===== src/cmc_pkg.sv =====
package cmc_pkg;
  // Serial frame: write flag, 7-bit address, 24-bit data, MSB first
  localparam int FRAME_BITS = 32;
  localparam int HDR_BITS = 8;
  localparam int ADDR_W = 7;
  localparam int DATA_W = 24;
  localparam int WR_FLAG_BIT = 31;
  localparam int CNT_W = 6;

  localparam logic [ADDR_W-1:0] ADDR_CHANNEL_CONTROL = 7'h01;
  localparam logic [ADDR_W-1:0] ADDR_CM_REF_CONTROL = 7'h05;
  localparam logic [ADDR_W-1:0] ADDR_CAL_DAC = 7'h10;
  localparam logic [ADDR_W-1:0] ADDR_GAIN_BASE = 7'h11;
  localparam logic [ADDR_W-1:0] ADDR_STATUS = 7'h30;

  // channel_control fields
  localparam int CTL_PWR_BIT = 0;
  localparam int CTL_GAIN_LSB = 8;
  // common_mode_reference_control fields
  localparam int CM_EXT_BIT = 2;
  localparam int CM_DRV_BIT = 3;
  localparam int CM_CE_BIT = 8;
  localparam int CM_SEL_LSB = 19;
  localparam int NUM_ELEC = 5;
  // Calibration DAC register fields
  localparam int DAC_W = 10;
  localparam int DAC_CODE_LSB = 0;
  localparam int DAC_MODE_LSB = 12;
  localparam int DAC_ROUTE_BIT = 16;
  localparam int DAC_EXTRA_CLOCKS = 4;
  // Gain register fields
  localparam int NUM_CH = 5;
  localparam int COEF_W = 16;
  localparam int COEF_FRAC = 14;
  localparam int GAIN_USER_BIT = 23;
  localparam int NUM_FACTORY_GAINS = 3;
  localparam logic [COEF_W-1:0] COEF_UNITY = 16'h4000;
  localparam logic [1:0] GAIN_TOP = 2'h3;
  // Status fields
  localparam int ST_FAULT_BIT = 0;
  localparam int ST_PEND_BIT = 1;

  localparam logic [DATA_W-1:0] CTL_RESET = 24'h000000;
  localparam logic [DATA_W-1:0] CM_RESET = 24'h000000;
  localparam logic [DATA_W-1:0] DAC_RESET = 24'h000000;

  typedef enum logic [1:0] {
    CMC_TONE_DC,
    CMC_TONE_SINE_10HZ,
    CMC_TONE_SINE_150HZ,
    CMC_TONE_SQUARE_1HZ
  } cmc_tone_e;

  localparam int CLK_HZ = 25_000_000;
  localparam int SQUARE_HZ = 1;
  localparam int SQUARE_HALF_CYCLES = CLK_HZ / (2 * SQUARE_HZ);
  localparam int SCLK_HALF_CYCLES = 4;
endpackage : cmc_pkg


===== src/cmc_link_if.sv =====
`timescale 1ns/100ps
interface cmc_link_if;
  logic sclk;
  logic cs_n;
  logic mosi;
  logic miso;
  modport device (input sclk, input cs_n, input mosi, output miso);
  modport host (output sclk, output cs_n, output mosi, input miso);
endinterface : cmc_link_if


===== src/cmc_device.sv =====
`timescale 1ns/100ps
// Notes on behaviour
// - Common mode from electrodes, reference or external
// - External switch closed forces reference switch open
// - With power bit high, external open means some source switch closed
// - Reference switch only with all electrodes open
// - Power bit low opens every path
// - No selections picks the fixed reference
// - Electrode bits close matching electrode switches when drive bit clear
// - External select closes only external switch
// - Open drive loop sets header fault flag
// - Fault detection independent of drive redirection
// - Ten-bit DAC code drives DC level
// - DAC offers sine and square test tones
// - DAC routed internally or to pin
// - Host gives four extra clocks after DAC write
// - Factory coefficients for three lowest gains
// - User coefficients override, held in gain registers
// - Correction applied to all delivered ECG data
// - Common electrode bit: 0 off, 1 on
module cmc_device #(
  parameter int TONE_HALF_CYCLES = cmc_pkg::SQUARE_HALF_CYCLES
) (
  input wire logic clk_i,
  input wire logic rst_i,
  cmc_link_if.device link,
  input wire logic drive_loop_open_i,
  input wire logic [cmc_pkg::NUM_FACTORY_GAINS-1:0][cmc_pkg::COEF_W-1:0] factory_coef_i,
  input wire logic ecg_valid_i,
  input wire logic [2:0] ecg_chan_i,
  input wire logic signed [cmc_pkg::DATA_W-1:0] ecg_data_i,
  output logic block_power_enable_o,
  output logic external_path_switch_o,
  output logic internal_reference_switch_o,
  output logic [cmc_pkg::NUM_ELEC-1:0] electrode_switch_o,
  output logic [cmc_pkg::NUM_ELEC-1:0] drive_route_o,
  output logic common_electrode_enable_o,
  output logic header_fault_o,
  output logic [cmc_pkg::DAC_W-1:0] cal_dac_code_o,
  output logic [1:0] cal_tone_sel_o,
  output logic cal_square_o,
  output logic cal_to_pin_o,
  output logic ecg_valid_o,
  output logic [2:0] ecg_chan_o,
  output logic signed [cmc_pkg::DATA_W-1:0] ecg_data_o
);
  import cmc_pkg::*;

  typedef struct packed {
    logic sclk_s1, sclk_s2, sclk_d;
    logic cs_s1, cs_s2;
    logic mosi_s1, mosi_s2;
    logic flt_s1, flt_s2;
    logic [CNT_W-1:0] bit_cnt;
    logic [FRAME_BITS-1:0] shift_in;
    logic [DATA_W-1:0] shift_out;
    logic miso;
    logic [DATA_W-1:0] ctl;
    logic [DATA_W-1:0] cmref;
    logic [DATA_W-1:0] dac_reg;
    logic dac_pending;
    logic [2:0] extra_cnt;
    logic [DAC_W-1:0] dac_code;
    logic [NUM_CH-1:0][COEF_W-1:0] user_coef;
    logic [NUM_CH-1:0] user_en;
    logic pwr, sw_ext, sw_ref, ce;
    logic [NUM_ELEC-1:0] sw_el, drv;
    logic fault;
    logic [31:0] tone_cnt;
    logic square;
    logic out_valid;
    logic [2:0] out_chan;
    logic [DATA_W-1:0] out_data;
  } cmc_dev_s;

  cmc_dev_s q, next_q;

  logic rise, fall;
  logic [FRAME_BITS-1:0] word;
  logic [ADDR_W-1:0] rd_addr, wr_addr;
  logic [DATA_W-1:0] rd_val;
  logic [NUM_ELEC-1:0] sel;
  logic [1:0] gain;
  logic [COEF_W-1:0] coef;
  logic signed [DATA_W+COEF_W-1:0] prod;
  logic [ADDR_W-1:0] gidx;

  //////////////////////////////////////////////////////////////////////
  // Register read mux
  always_comb begin
    rd_addr = q.shift_in[ADDR_W-1:0];
    gidx = rd_addr - ADDR_GAIN_BASE;
    rd_val = '0;
    if (rd_addr == ADDR_CHANNEL_CONTROL) begin
      rd_val = q.ctl;
    end else if (rd_addr == ADDR_CM_REF_CONTROL) begin
      rd_val = q.cmref;
    end else if (rd_addr == ADDR_CAL_DAC) begin
      rd_val = q.dac_reg;
    end else if (rd_addr >= ADDR_GAIN_BASE && gidx < ADDR_W'(NUM_CH)) begin
      rd_val[COEF_W-1:0] = q.user_coef[gidx[2:0]];
      rd_val[GAIN_USER_BIT] = q.user_en[gidx[2:0]];
    end else if (rd_addr == ADDR_STATUS) begin
      rd_val[ST_FAULT_BIT] = q.fault;
      rd_val[ST_PEND_BIT] = q.dac_pending;
    end
  end

  //////////////////////////////////////////////////////////////////////
  // Gain coefficient choice and correction product
  always_comb begin
    gain = q.ctl[CTL_GAIN_LSB +: 2];
    if (q.user_en[ecg_chan_i]) begin
      coef = q.user_coef[ecg_chan_i];
    end else if (gain != GAIN_TOP) begin
      coef = factory_coef_i[gain];
    end else begin
      coef = COEF_UNITY;
    end
    prod = ecg_data_i * $signed({1'b0, coef[COEF_W-2:0]});
  end

  //////////////////////////////////////////////////////////////////////
  // Next state
  always_comb begin
    next_q = q;
    next_q.sclk_s1 = link.sclk;
    next_q.sclk_s2 = q.sclk_s1;
    next_q.sclk_d = q.sclk_s2;
    next_q.cs_s1 = link.cs_n;
    next_q.cs_s2 = q.cs_s1;
    next_q.mosi_s1 = link.mosi;
    next_q.mosi_s2 = q.mosi_s1;
    next_q.flt_s1 = drive_loop_open_i;
    next_q.flt_s2 = q.flt_s1;
    rise = q.sclk_s2 & ~q.sclk_d;
    fall = ~q.sclk_s2 & q.sclk_d;
    word = {q.shift_in[FRAME_BITS-2:0], q.mosi_s2};
    wr_addr = word[DATA_W +: ADDR_W];

    // Extra clocks count whether or not a frame is open
    if (rise && q.dac_pending) begin
      next_q.extra_cnt = q.extra_cnt + 3'h1;
      if (q.extra_cnt == 3'(DAC_EXTRA_CLOCKS - 1)) begin
        next_q.dac_pending = 1'b0;
        next_q.dac_code = q.dac_reg[DAC_CODE_LSB +: DAC_W];
      end
    end

    if (q.cs_s2) begin
      next_q.bit_cnt = '0;
      next_q.miso = 1'b0;
    end else if (rise) begin
      next_q.shift_in = word;
      next_q.bit_cnt = q.bit_cnt + CNT_W'(1);
      if (q.bit_cnt == CNT_W'(FRAME_BITS - 1) && word[WR_FLAG_BIT]) begin
        if (wr_addr == ADDR_CHANNEL_CONTROL) begin
          next_q.ctl = word[DATA_W-1:0];
        end else if (wr_addr == ADDR_CM_REF_CONTROL) begin
          next_q.cmref = word[DATA_W-1:0];
        end else if (wr_addr == ADDR_CAL_DAC) begin
          next_q.dac_reg = word[DATA_W-1:0];
          next_q.dac_pending = 1'b1;
          next_q.extra_cnt = '0;
        end else if (wr_addr >= ADDR_GAIN_BASE && (wr_addr - ADDR_GAIN_BASE) < ADDR_W'(NUM_CH)) begin
          next_q.user_coef[3'(wr_addr - ADDR_GAIN_BASE)] = word[COEF_W-1:0];
          next_q.user_en[3'(wr_addr - ADDR_GAIN_BASE)] = word[GAIN_USER_BIT];
        end
      end
    end else if (fall) begin
      if (q.bit_cnt == CNT_W'(HDR_BITS) && !q.shift_in[HDR_BITS-1]) begin
        next_q.miso = rd_val[DATA_W-1];
        next_q.shift_out = {rd_val[DATA_W-2:0], 1'b0};
      end else if (q.bit_cnt > CNT_W'(HDR_BITS)) begin
        next_q.miso = q.shift_out[DATA_W-1];
        next_q.shift_out = {q.shift_out[DATA_W-2:0], 1'b0};
      end
    end

    // Switch matrix, evaluated from the live register contents
    sel = q.cmref[CM_SEL_LSB +: NUM_ELEC];
    next_q.pwr = q.ctl[CTL_PWR_BIT];
    next_q.ce = q.cmref[CM_CE_BIT];
    next_q.sw_ext = 1'b0;
    next_q.sw_ref = 1'b0;
    next_q.sw_el = '0;
    next_q.drv = '0;
    if (!q.ctl[CTL_PWR_BIT]) begin
      next_q.ce = 1'b0;
    end else if (q.cmref[CM_EXT_BIT]) begin
      next_q.sw_ext = 1'b1;
    end else if (q.cmref[CM_DRV_BIT] || sel == '0) begin
      // Electrodes feed the drive amplifier; mid-level falls back to reference
      next_q.sw_ref = 1'b1;
      next_q.drv = q.cmref[CM_DRV_BIT] ? sel : '0;
    end else begin
      next_q.sw_el = sel;
    end

    // Comparator state is taken whatever the drive routing
    next_q.fault = q.flt_s2;

    if (q.dac_reg[DAC_MODE_LSB +: 2] == 2'(CMC_TONE_SQUARE_1HZ)) begin
      if (q.tone_cnt >= 32'(TONE_HALF_CYCLES - 1)) begin
        next_q.tone_cnt = '0;
        next_q.square = ~q.square;
      end else begin
        next_q.tone_cnt = q.tone_cnt + 32'h1;
      end
    end else begin
      next_q.tone_cnt = '0;
      next_q.square = 1'b0;
    end

    next_q.out_valid = ecg_valid_i;
    if (ecg_valid_i) begin
      next_q.out_chan = ecg_chan_i;
      next_q.out_data = prod[COEF_FRAC +: DATA_W];
    end
  end

  always_ff @(posedge clk_i) begin
    if (rst_i) begin
      q <= '0;
      q.sclk_s1 <= 1'b0;
      q.cs_s1 <= 1'b1;
      q.cs_s2 <= 1'b1;
      q.ctl <= CTL_RESET;
      q.cmref <= CM_RESET;
      q.dac_reg <= DAC_RESET;
    end else begin
      q <= next_q;
    end
  end

  //////////////////////////////////////////////////////////////////////
  assign link.miso = q.miso;
  assign block_power_enable_o = q.pwr;
  assign external_path_switch_o = q.sw_ext;
  assign internal_reference_switch_o = q.sw_ref;
  assign electrode_switch_o = q.sw_el;
  assign drive_route_o = q.drv;
  assign common_electrode_enable_o = q.ce;
  assign header_fault_o = q.fault;
  assign cal_dac_code_o = q.dac_code;
  assign cal_tone_sel_o = q.dac_reg[DAC_MODE_LSB +: 2];
  assign cal_square_o = q.square;
  assign cal_to_pin_o = q.dac_reg[DAC_ROUTE_BIT];
  assign ecg_valid_o = q.out_valid;
  assign ecg_chan_o = q.out_chan;
  assign ecg_data_o = q.out_data;
endmodule : cmc_device


===== src/flat_wrapper.sv =====
// flat-port wrapper written by rule: the top's interface ports become plain ports
module cmc_device_flat import cmc_pkg::*;
#(
  parameter int TONE_HALF_CYCLES = cmc_pkg::SQUARE_HALF_CYCLES
)
  (clk_i, rst_i, drive_loop_open_i, factory_coef_i, ecg_valid_i, ecg_chan_i, ecg_data_i, block_power_enable_o, external_path_switch_o, internal_reference_switch_o, electrode_switch_o, drive_route_o, common_electrode_enable_o, header_fault_o, cal_dac_code_o, cal_tone_sel_o, cal_square_o, cal_to_pin_o, ecg_valid_o, ecg_chan_o, ecg_data_o, link_sclk, link_cs_n, link_mosi, link_miso);
  cmc_link_if link_i ();
  input wire logic clk_i;
  input wire logic rst_i;
  input wire logic drive_loop_open_i;
  input wire logic [cmc_pkg::NUM_FACTORY_GAINS-1:0][cmc_pkg::COEF_W-1:0] factory_coef_i;
  input wire logic ecg_valid_i;
  input wire logic [2:0] ecg_chan_i;
  input wire logic signed [cmc_pkg::DATA_W-1:0] ecg_data_i;
  output logic block_power_enable_o;
  output logic external_path_switch_o;
  output logic internal_reference_switch_o;
  output logic [cmc_pkg::NUM_ELEC-1:0] electrode_switch_o;
  output logic [cmc_pkg::NUM_ELEC-1:0] drive_route_o;
  output logic common_electrode_enable_o;
  output logic header_fault_o;
  output logic [cmc_pkg::DAC_W-1:0] cal_dac_code_o;
  output logic [1:0] cal_tone_sel_o;
  output logic cal_square_o;
  output logic cal_to_pin_o;
  output logic ecg_valid_o;
  output logic [2:0] ecg_chan_o;
  output logic signed [cmc_pkg::DATA_W-1:0] ecg_data_o;
  input wire logic [$bits(link_i.sclk)-1:0] link_sclk;
  input wire logic [$bits(link_i.cs_n)-1:0] link_cs_n;
  input wire logic [$bits(link_i.mosi)-1:0] link_mosi;
  output wire logic [$bits(link_i.miso)-1:0] link_miso;
  assign link_i.sclk = link_sclk;
  assign link_i.cs_n = link_cs_n;
  assign link_i.mosi = link_mosi;
  assign link_miso = link_i.miso;
  cmc_device #(.TONE_HALF_CYCLES(TONE_HALF_CYCLES)) u_core (.clk_i(clk_i), .rst_i(rst_i), .link(link_i), .drive_loop_open_i(drive_loop_open_i), .factory_coef_i(factory_coef_i), .ecg_valid_i(ecg_valid_i), .ecg_chan_i(ecg_chan_i), .ecg_data_i(ecg_data_i), .block_power_enable_o(block_power_enable_o), .external_path_switch_o(external_path_switch_o), .internal_reference_switch_o(internal_reference_switch_o), .electrode_switch_o(electrode_switch_o), .drive_route_o(drive_route_o), .common_electrode_enable_o(common_electrode_enable_o), .header_fault_o(header_fault_o), .cal_dac_code_o(cal_dac_code_o), .cal_tone_sel_o(cal_tone_sel_o), .cal_square_o(cal_square_o), .cal_to_pin_o(cal_to_pin_o), .ecg_valid_o(ecg_valid_o), .ecg_chan_o(ecg_chan_o), .ecg_data_o(ecg_data_o));
endmodule

===== config.mk =====
export PLATFORM = sky130hd
export DESIGN_NAME = cmc_device_flat
export DESIGN_NICKNAME = d
export VERILOG_FILES = /design/src/cmc_pkg.sv /design/src/cmc_link_if.sv /design/src/cmc_device.sv /design/src/flat_wrapper.sv
export SDC_FILE = /design/constraint.sdc
export NUM_CORES = 2
export LEC_CHECK = 0
export ABC_AREA = 1
export BUFFER_PORTS_ARGS = -buffer_cell sky130_fd_sc_hd__clkbuf_2
export CAP_MARGIN = 10
export CELL_PAD_IN_SITES_DETAIL_PLACEMENT = 2
export CELL_PAD_IN_SITES_GLOBAL_PLACEMENT = 2
export CORE_UTILIZATION = 25
export DETAILED_ROUTE_END_ITERATION = 8
export PLACE_DENSITY_LB_ADDON = 0.15
export RECOVER_POWER = 50
export SETUP_SLACK_MARGIN = 0.4
export SLEW_MARGIN = 10
export SYNTH_ARGS = -nofsm -noshare
export SYNTH_HDL_FRONTEND = slang
export SYNTH_SLANG_ARGS = --single-unit
export TNS_END_PERCENT = 20

===== constraint.sdc =====
create_clock -name clk_i -period 16.4 [get_ports clk_i]
set_clock_uncertainty 0.1 [all_clocks]
set_input_delay 0.82 -clock clk_i [delete_from_list [all_inputs] [get_ports clk_i]]
set_output_delay 0.82 -clock clk_i [all_outputs]
set_load 0.02 [all_outputs]

# Word-level counts from Yosys, hierarchy flattened
# Cells that the tools add are included.
# totals
ff_bits,318
in_bits,82
word_cells,145
# op_classes
n_addsub,5
multipliers,1
n_lt_le_gt_ge,11
eq_ne,12
muxes,40
n_bitwise,14
n_reduce_logical,25
# ops
op,count
$bmux W16 S3,2
$bwmux W80,1
$mux W15,4
$mux W25,2
$demux W16 S3,1
$mux W16,3
$mux W24,2
$mul A24 B16 Y38,1
$add A32 B1 Y32 const B,1
$bmux W16 S2,1
$ge A32 B24 Y1 const B,1
$mux W14,2
$mux W4,6
$eq A7 B1 Y1 const B,2
$eq A7 B3 Y1 const B,2
$eq A7 B5 Y1 const B,2
$ge A7 B5 Y1 const B,2
$lt A7 B3 Y1 const B,2
$sub A7 B5 Y7 const B,2
$lt A3 B4 Y1 const B,3
$not A1 Y1,12
$mux W10,1
$mux W1,8
$reduce_and A4 Y1,2
other kinds (31),43

# Longest topological paths before layout
# depth
depth_word,10
ltp_mapped,39
ltp_nobuf,36

# Least setup slack after synthesis
# OpenSTA, ideal clock, no wires.
# synth_path
kind,input to register
start,input port ecg_chan_i[1]
end,register u_core.q (netlist bit u_core.ecg_data_o[23])
setup_ps,113
arrival_ps,7064
required_time_ps,16187
setup_slack_ps,9123
stages,31
cell_sequence,buf_4 nor3_4 nand2_4 nand2_4 inv_1 buf_2 o211ai_1 nand2_1 clkinv_1 buf_2 nand2_1 fa_1 fa_1 inv_1 fa_1 fa_1 fa_1 inv_1 fa_1 inv_1 ha_1 nand2_1 nor2_1 inv_1 nor4_1 a21o_1 inv_1 nand2_1 nand2_1 o21ai_1 inv_1
# synth_between
elab_chain_len,4
elab_cells_between_ends,6
cone_classes,mul (1); mux (5)
# synth_rtl
element,line_no,text
from (decl),flat_wrapper.sv:13,input wire logic [2:0] ecg_chan_i;
$bmux W16 S3 or $bmux W1 S3 (tied branches),"cmc_device.sv:114, cmc_device.sv:113",
$mux W15 (implied by the code) or $mux W1 (tied branches),"cmc_device.sv:114, cmc_device.sv:113",
$mux W15 *,cmc_device.sv:113,if (q.user_en[ecg_chan_i]) begin
$mul A24 B16 Y38 *,cmc_device.sv:120,"prod = ecg_data_i * $signed({1'b0, coef[COEF_W-2:0]});"
to (signal assigned),cmc_device.sv:232,q <= next_q;
to (decl),cmc_device.sv:76,"cmc_dev_s q, next_q;"
# Every way passes the cells marked *; elsewhere a longest branch is shown, timed or not. The select of a mux whose other input is x is not followed.
# A chain may end at the register's enable or synchronous reset.

# Worst setup path after layout
# layout_path
start,input port ecg_chan_i[0]
end,register u_core.q (netlist bit u_core.ecg_data_o[22])
# The elaborated chain is that of the path after synthesis.

==> results.sh <==
export IMPL_rsz0062_at_grt="no"
export IMPL_slew_violations=225
export IMPL_worst_pin_slew_ns=3.44
export IMPL_drive_gt1_share_pct=6.37
export IMPL_max_stage_delay_ns=0.93
export IMPL_rows=119
export IMPL_synthCells=3478
export IMPL_ios=140
export IMPL_avgViaCountPerCell=4.68
export IMPL_fin_setup_tns_ns=0
export IMPL_die_w_um=329
export IMPL_whs_ns=0.304
export IMPL_setup_viol=0
export IMPL_grt_max_degree=122
export IMPL_numClockSinks=317
export IMPL_cts_tree="yes"
export IMPL_clockBufferDepth=3
export IMPL_cp_start_kind="input pin"
export IMPL_drt_wl_total_mm=106
export IMPL_yosysTopAreaCell="fa_1"
export IMPL_cts_resized=0
export IMPL_r2r_cells=28
export IMPL_hpwlAfterDp_mm=80.3
export IMPL_synth_avg_cell_area_um2=7.67
export IMPL_reg2reg_slack_ns=7.53
export IMPL_hold_buffers=0
export IMPL_gr_usage_all_layers_pct=19.9
export IMPL_synth_area_top_cells="fa_1 25%, dfxtp_1 24%, inv_1 9.4%, o21ai_0 7.0%, a21oi_1 6.7%"
export IMPL_path_class="in2reg"
export IMPL_grt_overflow_total=0
export IMPL_cts_setup_buffers=0
export IMPL_worstPathMaxFanout=36
export IMPL_wl_per_cell_um=21.5
export IMPL_antenna_found_initial=2
export IMPL_htree_levels=2
export IMPL_setup_worst_path_start="ecg_chan_i[0]"
export IMPL_io_buffers=136
export IMPL_maxCapViolCount=3
export IMPL_design_core_area_mm2=0.106
export IMPL_synth_distinct_cells=54
export IMPL_start_util_pct=25.3
export IMPL_slew_limit_headroom_pct=-129
export IMPL_finalCriticalPeriod_ns=9.63
export IMPL_grt_pass1_wl_mm=162
export IMPL_fmax_ghz=0.104
export IMPL_nNetsFinal=4003
export IMPL_postRouteAntennaNets=0
export IMPL_die_height_um=329
export IMPL_vias=23000
export IMPL_die_area_mm2=0.108
export IMPL_netlist_area_leader_share_pct=25.3
export IMPL_ys_flop_type="dfxtp_1"
export IMPL_first_iter_violations=957
export IMPL_critPathCapture="u_core.ecg_data_o[22]"
export IMPL_cp_common_cell="fa_1"
export IMPL_r2r_end="u_core.ecg_data_o[22]"
export IMPL_ys_async_sr_fraction_pct=0
export IMPL_netlist_area_mm2=0.0267
export IMPL_reg2reg_from="u_core.q[77]"
export IMPL_dr_pass1_iters=6
export IMPL_grt_pass1_vias=25100
export IMPL_min_period_over_period_pct=58.7
export IMPL_ys_seq_area_share_pct=23.8
export IMPL_cts_root_buf="clkbuf_16"
export IMPL_numCtsBuffers=41
export IMPL_synth_seq_cells=317
export IMPL_clk_pin_slew_ns=0.06
export IMPL_route_detailed_drc=24
export IMPL_gp_congestion=0.790
export IMPL_hp_class="reg2reg"
export IMPL_insertion_delay_ns=0.58
export IMPL_areaGrowthSynthToFinish_pct=11.2
export IMPL_required_ns=16.73
export IMPL_finalHoldViolCount=0
export IMPL_arrival_ns=9.96
export IMPL_yosysWarnings=0
export IMPL_slowest_stage="clkinv_1"
export IMPL_synth_edf_count=0
export IMPL_endpoint_kind="flop"
export IMPL_violations="DRC, capacitance limit, slew limit"
export IMPL_status="finished, violations left"
==> cell usage after synthesis, drive strengths merged, types with 23 or more instances <==
cell and n:
dfxtp 317, fa 337, inv 671, o21ai 374, buf 77, nand3 77, clkbuf 141, nor3 32
a211oi 23, ha 100, nor2 357, nand2 444, a21oi 359
==> state kept, by name (all words and copies together), names as in the netlist, 3 cells and up <==
| name | count |
|---|---|
| u_core.q | 250 |
| u_core.ecg_data_o | 24 |
| u_core.drive_route_o | 5 |
| u_core.next_q | 7 |
| u_core.electrode_switch_o | 5 |
| u_core.cal_dac_code_o | 10 |
| u_core.ecg_chan_o | 3 |
==> stage by stage <==
stage                     setup WS [ns]  area, um^2  std cells  util, %
after CTS                          6.62       29700       4905     28.2
after floorplan                    9.12       26700       3485        -
after global routing               6.03       29700       4906     28.1
after detailed placement           6.07       28400       4832     26.9
after global placement             6.12       28400       4832     26.9
final                              6.77       29700       4907     28.1
==> per-layer routing <==
layer,share of wire (%),track usage [%],routed length [um],up-vias
li1,-,-,-,10900
met1,51,29.4,54000,11700
met2,45,31.7,47300,285
met3,2.9,2.12,3010,73
met4,1.3,3.20,1410,0
met5,0,0,0,-
==> cells by family (layout without fill, tap and decap cells) <==
family                   count (synthesis)  after routing  synth area share, %
adder cells (fa/ha/maj)                437            437                 30.0
buffers and inverters                  903            932                 13.5
AO/OA/AOI/OAI                          842            842                 17.0
AND/OR/NAND/NOR                        947            947                 14.6
XOR/XNOR                                31             31                 1.02
flip-flops                             317            317                 23.8
other                                    1             10               0.0141
==> worst max-delay path, delay by kind of cell <==
family          cells  cell delay (ns)
simple gates       10             1.90
xor+xnor            1             0.26
fa+ha+maj           7             3.38
buf+inv            10             2.54
compound gates      4             0.98
==> layout make-up <==
type | instances | area (um^2)
clock inverter | 17 | 168
clock buffer | 56 | 1170
timing repair buffer | 174 | 886
antenna | 2 | 5.00
tap | 1391 | 1740
fill | 12400 | 75900
sequential | 317 | 6350
inverter | 685 | 2570
multi-input combinational | 2265 | 16800
==> layout by cell type (no fill, tap or decap), types with 36 or more instances in the layout <==
master,netlist,final
o21ai_0,372,372
nand3_1,75,73
dfxtp_1,317,316
ha_1,100,100
nor2_1,354,351
inv_1,666,665
a21oi_1,356,356
clkbuf_1,141,67
clkbuf_2,0,78
fa_1,337,337
clkbuf_16,0,42
nand2_1,432,430
buf_4,51,36
==> worst min-delay path by stage <==
stage                  startpoint                     to  slack (ns)  depth (start not counted)
2_1_floorplan   u_core.next_q[61]  u_core.header_fault_o        0.29                          2
3_3_place_gp    u_core.next_q[61]  u_core.header_fault_o        0.29                          2
3_5_place_dp   u_core.next_q[312]          u_core.q[312]        0.30                          2
4_1_cts                 link_mosi     u_core.next_q[312]        0.30                          3
5_1_grt         u_core.next_q[61]  u_core.header_fault_o        0.32                          2
6_report       u_core.next_q[312]          u_core.q[312]        0.30                          2
Power is not shown: default switching activity piles up to over one toggle a cycle in this logic, so the estimate is an artifact.
